[config.mk]
export PLATFORM = sky130hd
export DESIGN_NAME = phc_holdover
export DESIGN_NICKNAME = d
export VERILOG_FILES = /design/src/logic/phc_holdover.v
export VERILOG_INCLUDE_DIRS = /design/src /design/src/logic
export SDC_FILE = /design/constraint.sdc
export NUM_CORES = 1
export LEC_CHECK = 0
export BUFFER_PORTS_ARGS = -buffer_cell sky130_fd_sc_hd__buf_4
export CORE_UTILIZATION = 25
export CTS_CLUSTER_DIAMETER = 30
export DETAILED_ROUTE_END_ITERATION = 8
export GPL_ROUTABILITY_DRIVEN = 0
export PLACE_DENSITY = 0.39
export SYNTH_ARGS = -nofsm -noshare
export SYNTH_HDL_FRONTEND = slang
export SYNTH_SLANG_ARGS = --single-unit
[constraint.sdc]
create_clock -name hclk -period 2.6 [get_ports hclk]
set_input_delay 0.13 -clock hclk [delete_from_list [all_inputs] [get_ports hclk]]
set_output_delay 0.13 -clock hclk [all_outputs]
set_load 0.05 [all_outputs]
[src/logic/phc_defines.vh]
// Constants for the PLL holdover controller: offsets, fields, reset values, timing.
`ifndef PHC_DEFINES_VH
`define PHC_DEFINES_VH
// ----------------------------------------------------------------------------
// Register indices (byte address is four times the index)
// ----------------------------------------------------------------------------
`define PHC_IDX_LOCK_DETECT_CONFIG   9'h018
`define PHC_IDX_LOCK_PIN_CONTROL     9'h01A
`define PHC_IDX_REFERENCE_SELECT     9'h01C
`define PHC_IDX_HOLDOVER_CONTROL     9'h01D
`define PHC_IDX_REF_MON_THRESHOLD    9'h01F
`define PHC_IDX_STATUS               9'h020
`define PHC_IDX_CH0_CONTROL          9'h191
`define PHC_IDX_CH_STRIDE            9'h003
// ----------------------------------------------------------------------------
// Field positions
// ----------------------------------------------------------------------------
`define PHC_LDC_CNT_HI      6
`define PHC_LDC_CNT_LO      5
`define PHC_LDC_WINDOW      4
`define PHC_LDC_DISABLE     3
`define PHC_LPC_MODE_HI     5
`define PHC_RSC_AUTO        4
`define PHC_RSC_PREFER_B    3
`define PHC_RSC_BUF_B       2
`define PHC_RSC_BUF_A       1
`define PHC_HOC_COMP_EN     3
`define PHC_HOC_EXTERNAL    1
`define PHC_HOC_ENABLE      0
`define PHC_RMT_EXT_A       1
`define PHC_RMT_EXT_B       2
`define PHC_CH_IGNORE_ALIGN 6
// ----------------------------------------------------------------------------
// Encodings and reset values
// ----------------------------------------------------------------------------
`define PHC_LPC_CURRENT_SRC 6'h04
`define PHC_LPC_DIGITAL     6'h01
`define PHC_RST_LDC         8'h00
`define PHC_RST_LPC         8'h00
`define PHC_RST_RSC         8'h06
`define PHC_RST_HOC         8'h00
`define PHC_RST_RMT         8'h00
`define PHC_RST_CH          8'h00
`define PHC_LOCK_CNT_00     8'h05
`define PHC_LOCK_CNT_01     8'h10
`define PHC_LOCK_CNT_10     8'h40
`define PHC_LOCK_CNT_11     8'hFF
// ----------------------------------------------------------------------------
// Timing, in ns and derived cycles at the 125 MHz clock
// ----------------------------------------------------------------------------
`define PHC_CLK_PERIOD_NS   8
`define PHC_LOCK_WIN_HI_NS  24
`define PHC_LOCK_WIN_LO_NS  8
`define PHC_UNLOCK_HI_NS    48
`define PHC_UNLOCK_LO_NS    24
`define PHC_MON_NORM_NS     400
`define PHC_MON_EXT_NS      4000
`define PHC_MON_CLK_NS      400
// Cycle counts are the ns figures over the clock period, sized to the counters using them.
`define PHC_LOCK_WIN_HI_CYC 8'h03
`define PHC_LOCK_WIN_LO_CYC 8'h01
`define PHC_UNLOCK_HI_CYC   8'h06
`define PHC_UNLOCK_LO_CYC   8'h03
`define PHC_MON_NORM_CYC    10'h032
`define PHC_MON_EXT_CYC     10'h1F4
`define PHC_MON_CLK_CYC     10'h032
`endif

[src/logic/phc_holdover.v]
// PLL holdover controller with lock detect, reference select and frequency monitors.
`timescale 1ns/100ps
// Overview of operation
// - Holdover enable bit gates both holdover modes.
// - Charge pump goes high impedance during holdover.
// - Manual mode enters holdover on alignment falling edge.
// - Manual exit only on next reference detector edge.
// - Exit resets B counter, prescaler untouched.
// - External control bit picks manual or automatic.
// - Clear ignore bit: alignment low stops outputs.
// - Automatic mode enters holdover on low lock pin.
// - Comparator disabled means lock pin reads high.
// - Automatic holdover holds while reference edges absent.
// - No re-entry until lock pin high again.
// - Holdover follows selected reference; switchover hold brief.
// - Counter field sets lock cycles; 00 is five.
// - Code 000100b selects current-source lock output.
// - Window bit clear selects high range window.
// - Select register: auto switch, preference, buffer enables.
// - Three monitors flag slow references or feedback.
// - Threshold register picks normal or extended threshold.
// - Lock after N good cycles, drop on one bad.
`include "phc_defines.vh"

module phc_holdover (
  // AHB-Lite slave
  input  wire        hclk,
  input  wire        hresetn,
  input  wire        hsel,
  input  wire [31:0] haddr,
  input  wire [1:0]  htrans,
  input  wire        hwrite,
  input  wire [2:0]  hsize,
  input  wire [31:0] hwdata,
  input  wire        hready,
  output wire        hreadyout,
  output wire        hresp,
  output wire [31:0] hrdata,
  // Pins and clocks from outside the clock domain
  input  wire        alignment_pin_n,
  input  wire        lock_comparator_in,
  input  wire        reference_input_a,
  input  wire        reference_input_b,
  input  wire        feedback_clk_in,
  // Lock indicator pin drive
  output wire        lock_indicator_pin_out,
  output wire        lock_indicator_pin_oe,
  output wire        lock_indicator_cs_mode,
  // Charge pump and feedback divider
  output wire        charge_pump_up,
  output wire        charge_pump_down,
  output wire        charge_pump_oe,
  output wire        b_counter_reset,
  // Distribution and status
  output wire [3:0]  dist_output_en,
  output wire        holdover_active,
  output wire [2:0]  freq_monitor_low
);

  // --------------------------------------------------------------------------
  // Input synchronisers
  // --------------------------------------------------------------------------
  localparam NSYNC = 5;
  wire [NSYNC-1:0] pin_raw;
  reg  [NSYNC-1:0] sync1_reg;
  reg  [NSYNC-1:0] sync2_reg;
  reg  [NSYNC-1:0] sync3_reg;
  wire [NSYNC-1:0] rise;
  wire [NSYNC-1:0] fall;
  genvar g;

  assign pin_raw = {feedback_clk_in, reference_input_b, reference_input_a,
                    lock_comparator_in, alignment_pin_n};

  generate
    for (g = 0; g < NSYNC; g = g + 1) begin : g_sync
      always @(posedge hclk or negedge hresetn) begin
        if (!hresetn) begin
          sync1_reg[g] <= 1'b1;
          sync2_reg[g] <= 1'b1;
          sync3_reg[g] <= 1'b1;
        end else begin
          sync1_reg[g] <= pin_raw[g];
          sync2_reg[g] <= sync1_reg[g];
          sync3_reg[g] <= sync2_reg[g];
        end
      end
      assign rise[g] = sync2_reg[g] & ~sync3_reg[g];
      assign fall[g] = ~sync2_reg[g] & sync3_reg[g];
    end
  endgenerate

  // --------------------------------------------------------------------------
  // Registers
  // --------------------------------------------------------------------------
  reg  [7:0]  ldc_reg;
  reg  [7:0]  lpc_reg;
  reg  [7:0]  rsc_reg;
  reg  [7:0]  hoc_reg;
  reg  [7:0]  rmt_reg;
  reg  [7:0]  ch_reg [0:3];
  reg         wr_pend_reg;
  reg  [8:0]  wr_idx_reg;
  reg         rd_wait_reg;
  reg  [8:0]  rd_idx_reg;
  reg  [31:0] hrdata_reg;
  reg  [7:0]  rd_val;
  wire        acc;
  wire [8:0]  acc_idx;
  wire [7:0]  status_val;

  assign acc       = hsel & hready & htrans[1];
  assign acc_idx   = haddr[10:2];
  assign hreadyout = ~rd_wait_reg;
  assign hresp     = 1'b0;
  assign hrdata    = hrdata_reg;

  always @* begin
    case (rd_idx_reg)
      `PHC_IDX_LOCK_DETECT_CONFIG: rd_val = ldc_reg;
      `PHC_IDX_LOCK_PIN_CONTROL:   rd_val = lpc_reg;
      `PHC_IDX_REFERENCE_SELECT:   rd_val = rsc_reg;
      `PHC_IDX_HOLDOVER_CONTROL:   rd_val = hoc_reg;
      `PHC_IDX_REF_MON_THRESHOLD:  rd_val = rmt_reg;
      `PHC_IDX_STATUS:             rd_val = status_val;
      `PHC_IDX_CH0_CONTROL:        rd_val = ch_reg[0];
      `PHC_IDX_CH0_CONTROL + 9'h003: rd_val = ch_reg[1];
      `PHC_IDX_CH0_CONTROL + 9'h006: rd_val = ch_reg[2];
      `PHC_IDX_CH0_CONTROL + 9'h009: rd_val = ch_reg[3];
      default:                     rd_val = 8'h00;
    endcase
  end

  // Reads take one wait state so that hrdata comes from a flip-flop and a
  // write in the preceding data phase is already visible.
  always @(posedge hclk or negedge hresetn) begin
    if (!hresetn) begin
      wr_pend_reg <= 1'b0;
      wr_idx_reg  <= 9'h000;
      rd_wait_reg <= 1'b0;
      rd_idx_reg  <= 9'h000;
      hrdata_reg  <= 32'h00000000;
    end else begin
      wr_pend_reg <= acc & hwrite;
      rd_wait_reg <= acc & ~hwrite;
      if (acc) begin
        wr_idx_reg <= acc_idx;
        rd_idx_reg <= acc_idx;
      end
      if (rd_wait_reg) begin
        hrdata_reg <= {24'h000000, rd_val};
      end
    end
  end

  always @(posedge hclk or negedge hresetn) begin
    if (!hresetn) begin
      ldc_reg <= `PHC_RST_LDC;
      lpc_reg <= `PHC_RST_LPC;
      rsc_reg <= `PHC_RST_RSC;
      hoc_reg <= `PHC_RST_HOC;
      rmt_reg <= `PHC_RST_RMT;
    end else if (wr_pend_reg) begin
      case (wr_idx_reg)
        `PHC_IDX_LOCK_DETECT_CONFIG: ldc_reg <= hwdata[7:0];
        `PHC_IDX_LOCK_PIN_CONTROL:   lpc_reg <= hwdata[7:0];
        `PHC_IDX_REFERENCE_SELECT:   rsc_reg <= hwdata[7:0];
        `PHC_IDX_HOLDOVER_CONTROL:   hoc_reg <= hwdata[7:0];
        `PHC_IDX_REF_MON_THRESHOLD:  rmt_reg <= hwdata[7:0];
        default: ;
      endcase
    end
  end

  generate
    for (g = 0; g < 4; g = g + 1) begin : g_ch
      always @(posedge hclk or negedge hresetn) begin
        if (!hresetn) begin
          ch_reg[g] <= `PHC_RST_CH;
        end else if (wr_pend_reg &&
                     wr_idx_reg == `PHC_IDX_CH0_CONTROL + g * `PHC_IDX_CH_STRIDE) begin
          ch_reg[g] <= hwdata[7:0];
        end
      end
      // A low alignment level stops the channel unless it is told to ignore it.
      assign dist_output_en[g] = ch_reg[g][`PHC_CH_IGNORE_ALIGN] | sync2_reg[0];
    end
  endgenerate

  // --------------------------------------------------------------------------
  // Frequency monitors and reference selection
  // --------------------------------------------------------------------------
  reg  [9:0] mon_cnt_reg [0:2];
  reg  [2:0] mon_low_reg;
  wire [9:0] mon_lim [0:2];
  wire [2:0] mon_edge;
  wire       buf_a;
  wire       buf_b;
  wire       sel_b;
  wire       pref_b;
  wire       ref_edge;
  wire       fb_edge;

  assign buf_a   = rsc_reg[`PHC_RSC_BUF_A];
  assign buf_b   = rsc_reg[`PHC_RSC_BUF_B];
  assign mon_edge = {rise[4], rise[3] & buf_b, rise[2] & buf_a};
  assign mon_lim[0] = rmt_reg[`PHC_RMT_EXT_A] ? `PHC_MON_EXT_CYC
                                              : `PHC_MON_NORM_CYC;
  assign mon_lim[1] = rmt_reg[`PHC_RMT_EXT_B] ? `PHC_MON_EXT_CYC
                                              : `PHC_MON_NORM_CYC;
  assign mon_lim[2] = `PHC_MON_CLK_CYC;

  generate
    for (g = 0; g < 3; g = g + 1) begin : g_mon
      always @(posedge hclk or negedge hresetn) begin
        if (!hresetn) begin
          mon_cnt_reg[g] <= 10'h000;
          mon_low_reg[g] <= 1'b1;
        end else if (mon_edge[g]) begin
          mon_cnt_reg[g] <= 10'h000;
          mon_low_reg[g] <= (mon_cnt_reg[g] >= mon_lim[g]);
        end else if (mon_cnt_reg[g] >= mon_lim[g]) begin
          mon_low_reg[g] <= 1'b1;
        end else begin
          mon_cnt_reg[g] <= mon_cnt_reg[g] + 10'h001;
        end
      end
    end
  endgenerate

  assign freq_monitor_low = mon_low_reg;

  // Automatic switchover reverts to the preferred input once it recovers.
  assign pref_b   = rsc_reg[`PHC_RSC_PREFER_B];
  assign sel_b    = rsc_reg[`PHC_RSC_AUTO] ?
                    (pref_b ? ~(mon_low_reg[1] & ~mon_low_reg[0])
                            : (mon_low_reg[0] & ~mon_low_reg[1])) : pref_b;
  assign ref_edge = sel_b ? mon_edge[1] : mon_edge[0];
  assign fb_edge  = rise[4];

  // --------------------------------------------------------------------------
  // Digital lock detector and lock pin drive
  // --------------------------------------------------------------------------
  reg  [1:0] pd_state_reg;
  reg  [7:0] pd_cnt_reg;
  reg  [7:0] good_cnt_reg;
  reg        dld_lock_reg;
  reg        pump_up_reg;
  reg        pump_dn_reg;
  reg        diff_vld;
  reg  [7:0] diff;
  reg  [7:0] lock_need;
  wire [7:0] win;
  wire [7:0] unwin;
  localparam PD_IDLE = 2'b00;
  localparam PD_REF  = 2'b01;
  localparam PD_FB   = 2'b10;

  assign win   = ldc_reg[`PHC_LDC_WINDOW] ? `PHC_LOCK_WIN_LO_CYC
                                          : `PHC_LOCK_WIN_HI_CYC;
  assign unwin = ldc_reg[`PHC_LDC_WINDOW] ? `PHC_UNLOCK_LO_CYC
                                          : `PHC_UNLOCK_HI_CYC;

  always @* begin
    case (ldc_reg[`PHC_LDC_CNT_HI:`PHC_LDC_CNT_LO])
      2'b00:   lock_need = `PHC_LOCK_CNT_00;
      2'b01:   lock_need = `PHC_LOCK_CNT_01;
      2'b10:   lock_need = `PHC_LOCK_CNT_10;
      default: lock_need = `PHC_LOCK_CNT_11;
    endcase
    diff_vld = 1'b0;
    diff     = 8'h00;
    case (pd_state_reg)
      PD_IDLE: begin
        diff_vld = ref_edge & fb_edge;
      end
      PD_REF: begin
        diff_vld = fb_edge;
        diff     = pd_cnt_reg;
      end
      PD_FB: begin
        diff_vld = ref_edge;
        diff     = pd_cnt_reg;
      end
      default: ;
    endcase
  end

  always @(posedge hclk or negedge hresetn) begin
    if (!hresetn) begin
      pd_state_reg <= PD_IDLE;
      pd_cnt_reg   <= 8'h00;
      good_cnt_reg <= 8'h00;
      dld_lock_reg <= 1'b0;
      pump_up_reg  <= 1'b0;
      pump_dn_reg  <= 1'b0;
    end else begin
      if (pd_cnt_reg != 8'hFF) begin
        pd_cnt_reg <= pd_cnt_reg + 8'h01;
      end
      case (pd_state_reg)
        PD_IDLE: begin
          pd_cnt_reg <= 8'h00;
          if (ref_edge && !fb_edge) begin
            pd_state_reg <= PD_REF;
            pump_up_reg  <= 1'b1;
          end else if (fb_edge && !ref_edge) begin
            pd_state_reg <= PD_FB;
            pump_dn_reg  <= 1'b1;
          end
        end
        PD_REF, PD_FB: begin
          if (diff_vld) begin
            pd_state_reg <= PD_IDLE;
            pump_up_reg  <= 1'b0;
            pump_dn_reg  <= 1'b0;
          end
        end
        default: pd_state_reg <= PD_IDLE;
      endcase
      if (ldc_reg[`PHC_LDC_DISABLE]) begin
        good_cnt_reg <= 8'h00;
        dld_lock_reg <= 1'b0;
      end else if (diff_vld) begin
        if (dld_lock_reg && diff > unwin) begin
          dld_lock_reg <= 1'b0;
          good_cnt_reg <= 8'h00;
        end else if (!dld_lock_reg && diff < win) begin
          if (good_cnt_reg + 8'h01 >= lock_need) begin
            dld_lock_reg <= 1'b1;
          end else begin
            good_cnt_reg <= good_cnt_reg + 8'h01;
          end
        end else if (!dld_lock_reg) begin
          good_cnt_reg <= 8'h00;
        end
      end
    end
  end

  // In current-source mode the pin sources charge while locked and is pulled
  // low when not, so the external capacitor filters lock chatter.
  assign lock_indicator_cs_mode = (lpc_reg[`PHC_LPC_MODE_HI:0] == `PHC_LPC_CURRENT_SRC);
  assign lock_indicator_pin_out = dld_lock_reg;
  assign lock_indicator_pin_oe  = lock_indicator_cs_mode |
                                  (lpc_reg[`PHC_LPC_MODE_HI:0] == `PHC_LPC_DIGITAL);

  // --------------------------------------------------------------------------
  // Holdover control
  // --------------------------------------------------------------------------
  reg  hold_reg;
  reg  armed_reg;
  reg  brst_reg;
  wire hold_en;
  wire manual;
  wire ld_sensed;
  wire enter;
  wire leave;

  assign hold_en   = hoc_reg[`PHC_HOC_ENABLE];
  assign manual    = hoc_reg[`PHC_HOC_EXTERNAL];
  assign ld_sensed = hoc_reg[`PHC_HOC_COMP_EN] ? sync2_reg[1] : 1'b1;
  assign enter     = hold_en & (manual ? fall[0] : (armed_reg & ~ld_sensed));
  // Release waits for a reference edge; without one the pump stays off.
  assign leave     = hold_reg & ref_edge & (~manual | sync2_reg[0]);

  always @(posedge hclk or negedge hresetn) begin
    if (!hresetn) begin
      hold_reg  <= 1'b0;
      armed_reg <= 1'b1;
      brst_reg  <= 1'b0;
    end else begin
      brst_reg <= 1'b0;
      if (!hold_en) begin
        hold_reg  <= 1'b0;
        armed_reg <= 1'b1;
      end else if (!hold_reg) begin
        if (enter) begin
          hold_reg  <= 1'b1;
          armed_reg <= 1'b0;
        end else if (ld_sensed) begin
          armed_reg <= 1'b1;
        end
      end else if (leave) begin
        hold_reg <= 1'b0;
        brst_reg <= 1'b1;
      end
    end
  end

  assign holdover_active  = hold_reg;
  assign charge_pump_oe   = ~hold_reg;
  assign charge_pump_up   = pump_up_reg & ~hold_reg;
  assign charge_pump_down = pump_dn_reg & ~hold_reg;
  assign b_counter_reset  = brst_reg;

  assign status_val = {2'b00, mon_low_reg, dld_lock_reg, sel_b, hold_reg};

endmodule

==> flow_summary.toml, run 1 <==
[synthesis]
synth.avg_cell_area_um2 = 11.3
yosysTopAreaCell = "dfrtp_1"
synth-main-ff-cell = "dfrtp_1"
synthTopCellsByCount = "dfrtp_1 (142), mux2_2 (80), nor2_1 (46), ha_1 (34), nand2_1 (34)"
yosys.area.top_type_share = 0.429
ys_async_sr_fraction = 1.00
ys_seq_area_frac = 0.493
netlist_instances = 733
synth.area.top_cells = "dfrtp_1 (43%), mux2_2 (11%), dfstp_2 (6.3%)"
synth_most_common_cell = "dfrtp_1"
synth_edf_count = 0
synth_cell_types = 71
syn-cell-area_um2 = 8280
synth-seq-cells = 162
synth_warnings = 0

[cts]
cts_root_buffer = "clkbuf_16"
cts_tree = "yes"
path_clk_slew_ns = 0.07
cts.sinks = 162
cts_buffers = 17
htreeDepth = 4
clock_latency_ns = 0.43
clockBufferDepth = 2

[setup_path]
path_delay_family = "simple AND/OR/NAND/NOR gates"
crit_chain = "buf_6, and3_4, and3_4, xor2_2, ha_1, nand4_1, nor2_1, a211oi_2, buf_4, nor2_4, or2_4, o41ai_2"
cp_slowest_cell = "dfrtp_1"
crit_top_cell = "and3_4"
setup.worst_path.start_class = "flop"
worst-path-max-fanout = 8
critPathMaxStageDelay_ns = 0.43
critPathKind = "reg2reg"
cp_data_required_time_ns = 2.92
critical_path_arrival_ns = 2.83
setup.worst_path.end_class = "flop"
critPathBufInv = 2

[detailed_routing]
ant_nets = 0
via_per_inst = 4.58
drt_iter0_drc = 319
num_vias = 6009
firstDrtPassIters = 4
wl_met1_mm = 10.8
wire_per_inst_um = 17.0
wirelength_mm = 22.3
drt_drc_violations_left = 0
top_layer = "met4"
route.met2.wl_mm = 10.5
met3_length_um = 712

[global_route]
grt_max_degree = 77
grt-ovfl-total = 0
grt.total_usage = 0.139
grt_pass1_vias = 6016
grt_pass1_wl_mm = 35.9
antenna_found_initial = 0

[timing]
fin_crit_ns = 2.50
slew_headroom = 0.357
layout_setup_ws_ns = 0.0981
finalSetupViolCount = 0
rsz0062_at_grt = "true"
clock.fmax_ghz = 0.400
fin_crit_sh = 0.962
worst_hold_slack_ns = 0.0332
worst_pin_slew_ns = 0.958
hold_viol = 0
finalClockSkew_ns = 0.0123
drv_slew = 0

[finish]
nNetsFinal = 969
area_delta_synth_final_pct = 26.0
n_antenna_cell = 0
drive_above_1_share = 0.333
nFillCells = 3382
largest_register_ffs = 32
utilization = 0.321

[power_and_ir_drop]
vdd_drop_max_mv = 0.394
sw_frac_of_total = 0.329
leakagePower_nw = 4.62
p_seq_frac = 0.405
pwr-share-comb = 0.250
p_sw_w = 0.00261
intPower_w = 0.00533
p_clk_frac = 0.345
powerDensity_nw_per_um2 = 761

[die]
io_pins = 128
die_h_um = 184
start_util = 0.254
fp-row-count = 66
die_w_um = 184
core_area_um2 = 32500
die_area_um2 = 33900

[status]
status = "finished clean"

[placement]
dp_slack_ns = 0.0243
numPortBuffers = 51
detailed_place_hpwl_mm = 15.9

[run]
maxCapViolCount = 0

[worst_hold_path]
hold_class = "in2reg"
==> power by group through the flow <==
stage / Combinational, W / Clock, W / Sequential [W]
2_1_floorplan: 0.00133 / 0 / 0.00321
3_3_place_gp: 0.00193 / 0 / 0.00327
3_5_place_dp: 0.00194 / 0 / 0.00327
4_1_cts: 0.00198 / 0.00282 / 0.00322
5_1_grt: 0.00222 / 0.00293 / 0.00328
6_report: 0.00199 / 0.00274 / 0.00322
==> path summary, 6_finish.rpt <==
path	from	slack (ns)	cells past startpoint	end
hold reg to reg	sync1_reg[4]	0.35	0	sync2_reg[4]
max in group asynchronous	hresetn	1.51	3	sync1_reg[4]
hold / removal	hwdata[7]	0.03	2	ldc_reg[7]
min in group asynchronous	hresetn	0.31	2	rsc_reg[7]
setup reg to reg	good_cnt_reg[0]	0.1	12	good_cnt_reg[2]
setup / recovery	good_cnt_reg[0]	0.1	12	good_cnt_reg[2]
==> repair_timing <==
action | 4_1_cts | 5_1_grt
setup buffers | 1 | 1
hold endpoints to repair | 77 | 0
gates resized for setup | 1 | 18
hold buffers | 16 | 0
setup endpoints to repair | 3 | 9
==> kinds of logic after synthesis <==
family / after synthesis / share of synthesized area
xor gates and xnor gates: 29 / 0.0307
DFF: 162 / 0.493
buffers and inverters: 75 / 0.0470
AOI/OAI and AO/OA: 140 / 0.123
muxes: 88 / 0.118
and+or+nand+nor: 204 / 0.136
adders and majority gates: 34 / 0.0514
other: 1 / 0.000453
==> area by class of cell <==
type | instances | area, um2 | share of cell area
timing repair buffer | 127 | 1010 | 0.0971
clock inverter | 15 | 208 | 0.0199
multi-input combinational | 520 | 4050 | 0.388
clock buffer | 17 | 425 | 0.0408
tap | 442 | 553 | 0.0530
sequential | 162 | 4080 | 0.391
inverter | 28 | 105 | 0.0101
==> worst reg2reg max path: stages, from the launching register on <==
cell and delay [ns]:
dfrtp_1 0.43, buf_6 0.14, and3_4 0.16, and3_4 0.17
xor2_2 0.15, ha_1 0.30, nand4_1 0.10, nor2_1 0.06
a211oi_2 0.20, buf_4 0.16, nor2_4 0.04, or2_4 0.28
o41ai_2 0.22
==> per-layer routing <==
layer	vias to the layer above	global-route usage
li1	2887	-
met1	3006	0.196
met2	103	0.221
met3	13	0.0228
met4	0	0.0350
met5	-	0
==> per-stage QoR <==
stage                     setup TNS (ns)  total power (W)  cell area, um2  std cells
after CTS                              0          0.00803           10300       1310
after global placement                 0          0.00521            9530       1261
after floorplan                        0          0.00453            8440        757
after global routing             -0.0696          0.00843           10400       1311
after detailed placement               0          0.00521            9530       1261
final                                  0          0.00794           10400       1311
==> placed cells by master (no fill, tap or decap), types with 13 or more instances in the layout <==
master	instances
dfrtp_1	142
buf_4	108
mux2_2	80
nor2_1	46
nand2_1	34
ha_1	31
inv_1	26
conb_1	25
nand3_1	23
o21ai_0	23
a21oi_1	20
dfstp_2	20
clkbuf_16	17
dlygate4sd3_1	16
xnor2_1	15
a22oi_1	14
nor2b_1	13
(Power assumes the default switching activity.)
==> run 2, diff against run 1 <==
- PLACE_DENSITY: 0.39 -> 0.54
==> run 2 against run 1 <==
  * Worst setup slack got worse by 0.082 ns
  * Sequential cell count did not move
  * Total power fell by 5.3%
  * Hold slack got worse by 0.0093 ns
  * Clock-buffer cell count rose by 1
  * Die area did not move
  * Largest power group unchanged
==> flow_summary.toml, run 2 (synthesis results as in run 1) <==
[timing]
finalClockSkew_ns = 0.0166
fin_crit_sh = 0.994
drv_slew = 0
clock.fmax_ghz = 0.387
hold_viol = 0
rsz0062_at_grt = "true"
worst_pin_slew_ns = 0.650
finalSetupTns_ns = 0
layout_setup_ws_ns = 0.0161
slew_headroom = 0.566
fin_crit_ns = 2.58
worst_hold_slack_ns = 0.0239
finalSetupViolCount = 0

[global_route]
grt.total_usage = 0.128
grt_pass1_wl_mm = 33.6
grt_pass1_vias = 6022
antenna_found_initial = 0
grt_max_degree = 57
grt-ovfl-total = 0

[power_and_ir_drop]
p_sw_w = 0.00258
powerDensity_nw_per_um2 = 726
pwr-share-comb = 0.262
p_seq_frac = 0.428
p_clk_frac = 0.310
sw_frac_of_total = 0.343
leakagePower_nw = 4.57
intPower_w = 0.00494
vdd_drop_max_mv = 0.439

[placement]
dp_slack_ns = 0.00409
detailed_place_hpwl_mm = 14.7
place_inst = 1252
numPortBuffers = 51

[worst_hold_path]
hold_class = "in2reg"

[detailed_routing]
num_vias = 6034
wire_per_inst_um = 16.1
drt_iter0_drc = 288
ant_nets = 0
wirelength_mm = 21.0
via_per_inst = 4.62
drt_drc_violations_left = 0
firstDrtPassIters = 4

[cts]
cts.sinks = 162
cts_root_buffer = "clkbuf_16"
path_clk_slew_ns = 0.07
cts_tree = "yes"
cts_buffers = 17
clock_latency_ns = 0.43
clockBufferDepth = 2
htreeDepth = 4

[setup_path]
setup.worst_path.start_class = "flop"
setup.worst_path.end_class = "flop"
critPathKind = "reg2reg"
cp_data_required_time_ns = 2.91
worst-path-max-fanout = 8
critical_path_arrival_ns = 2.90

[die]
die_h_um = 184
fp-row-count = 66
io_pins = 128
die_w_um = 184
die_area_um2 = 33900
start_util = 0.254
core_area_um2 = 32500

[finish]
area_delta_synth_final_pct = 25.1
final_cell_mix = "dfrtp_1 (142), buf_4 (103), mux2_2 (80), nor2_1 (45), nand2_1 (34)"
nNetsFinal = 964
fin_cells = 1306
largest_register_ffs = 32
drive_above_1_share = 0.332
final_common_cell = "dfrtp_1"
utilization = 0.318
n_antenna_cell = 0

[run]
maxCapViolCount = 0

[status]
status = "finished clean"
-- run 2: cell types whose count changed in the layout (fill, tap and decap cells not counted), sizes merged --
cell and delta:
clkbuf +1, clkinvlp +1, bufinv -4, buf -5, inv +1, clkinv +1
-- run 2: final timing paths --
path / end / slack, ns / cells after the start / from
worst max-delay path: good_cnt_reg[2] / 0.02 / 11 / good_cnt_reg[3]
worst min-delay path: lpc_reg[7] / 0.02 / 2 / hwdata[7]
worst max register to register: good_cnt_reg[2] / 0.02 / 11 / good_cnt_reg[3]
worst min register to register: sync2_reg[0] / 0.35 / 0 / sync1_reg[0]
max in group asynchronous: sync1_reg[0] / 1.51 / 3 / hresetn
min in group asynchronous: rd_idx_reg[1] / 0.23 / 2 / hresetn
-- run 2: routing by layer --
| metal | GRT usage | vias up | wire length, um |
|---|---|---|---|
| li1 | - | 2873 | - |
| met1 | 0.173 | 3029 | 10000 |
| met2 | 0.207 | 113 | 10200 |
| met3 | 0.0212 | 19 | 586 |
| met4 | 0.0413 | 0 | 278 |
| met5 | 0 | - | 0 |
-- run 2: power groups by stage --
| stage | sequential, W | combinational, W | clock, W |
|---|---|---|---|
| after detailed placement | 0.00326 | 0.00188 | 0 |
| after global routing | 0.00327 | 0.00220 | 0.00251 |
| final | 0.00322 | 0.00197 | 0.00233 |
| after floorplan | 0.00321 | 0.00133 | 0 |
| after CTS | 0.00322 | 0.00191 | 0.00241 |
| after global placement | 0.00326 | 0.00185 | 0 |
-- run 2: stage by stage --
stage                     power, W  area, um2
after CTS                  0.00754      10200
final                      0.00752      10400
after global placement     0.00510       9470
after floorplan            0.00453       8440
after detailed placement   0.00514       9470
after global routing       0.00798      10400
-- run 2: worst max-delay path: stages, from the launching register on --
cell and delay (ns):
dfrtp_1 0.41, and3_4 0.22, and3_4 0.18, and3_4 0.19
xor2_2 0.17, ha_1 0.27, nand4_1 0.12, nor2_2 0.05
a211oi_2 0.28, nor2_4 0.07, or2_4 0.29, o41ai_2 0.22
-- run 2: cell type report --
class	instances	area [um2]
Fill cell	3343	22200
Multi-Input combinational cell	520	4100
Sequential cell	162	4080
Timing Repair Buffer	122	976
Tap cell	442	553
Clock buffer	18	439
Clock inverter	14	106
Inverter	28	105
-- run 2: repair_timing --
action / CTS / global route
buffers inserted: 0 / 6
gates resized for setup: 0 / 25
pin swaps: 1 / 2
endpoints found under the setup margin: 1 / 14
hold endpoints to repair: 66 / 0
hold buffers: 16 / 0
gates cloned: 0 / 0
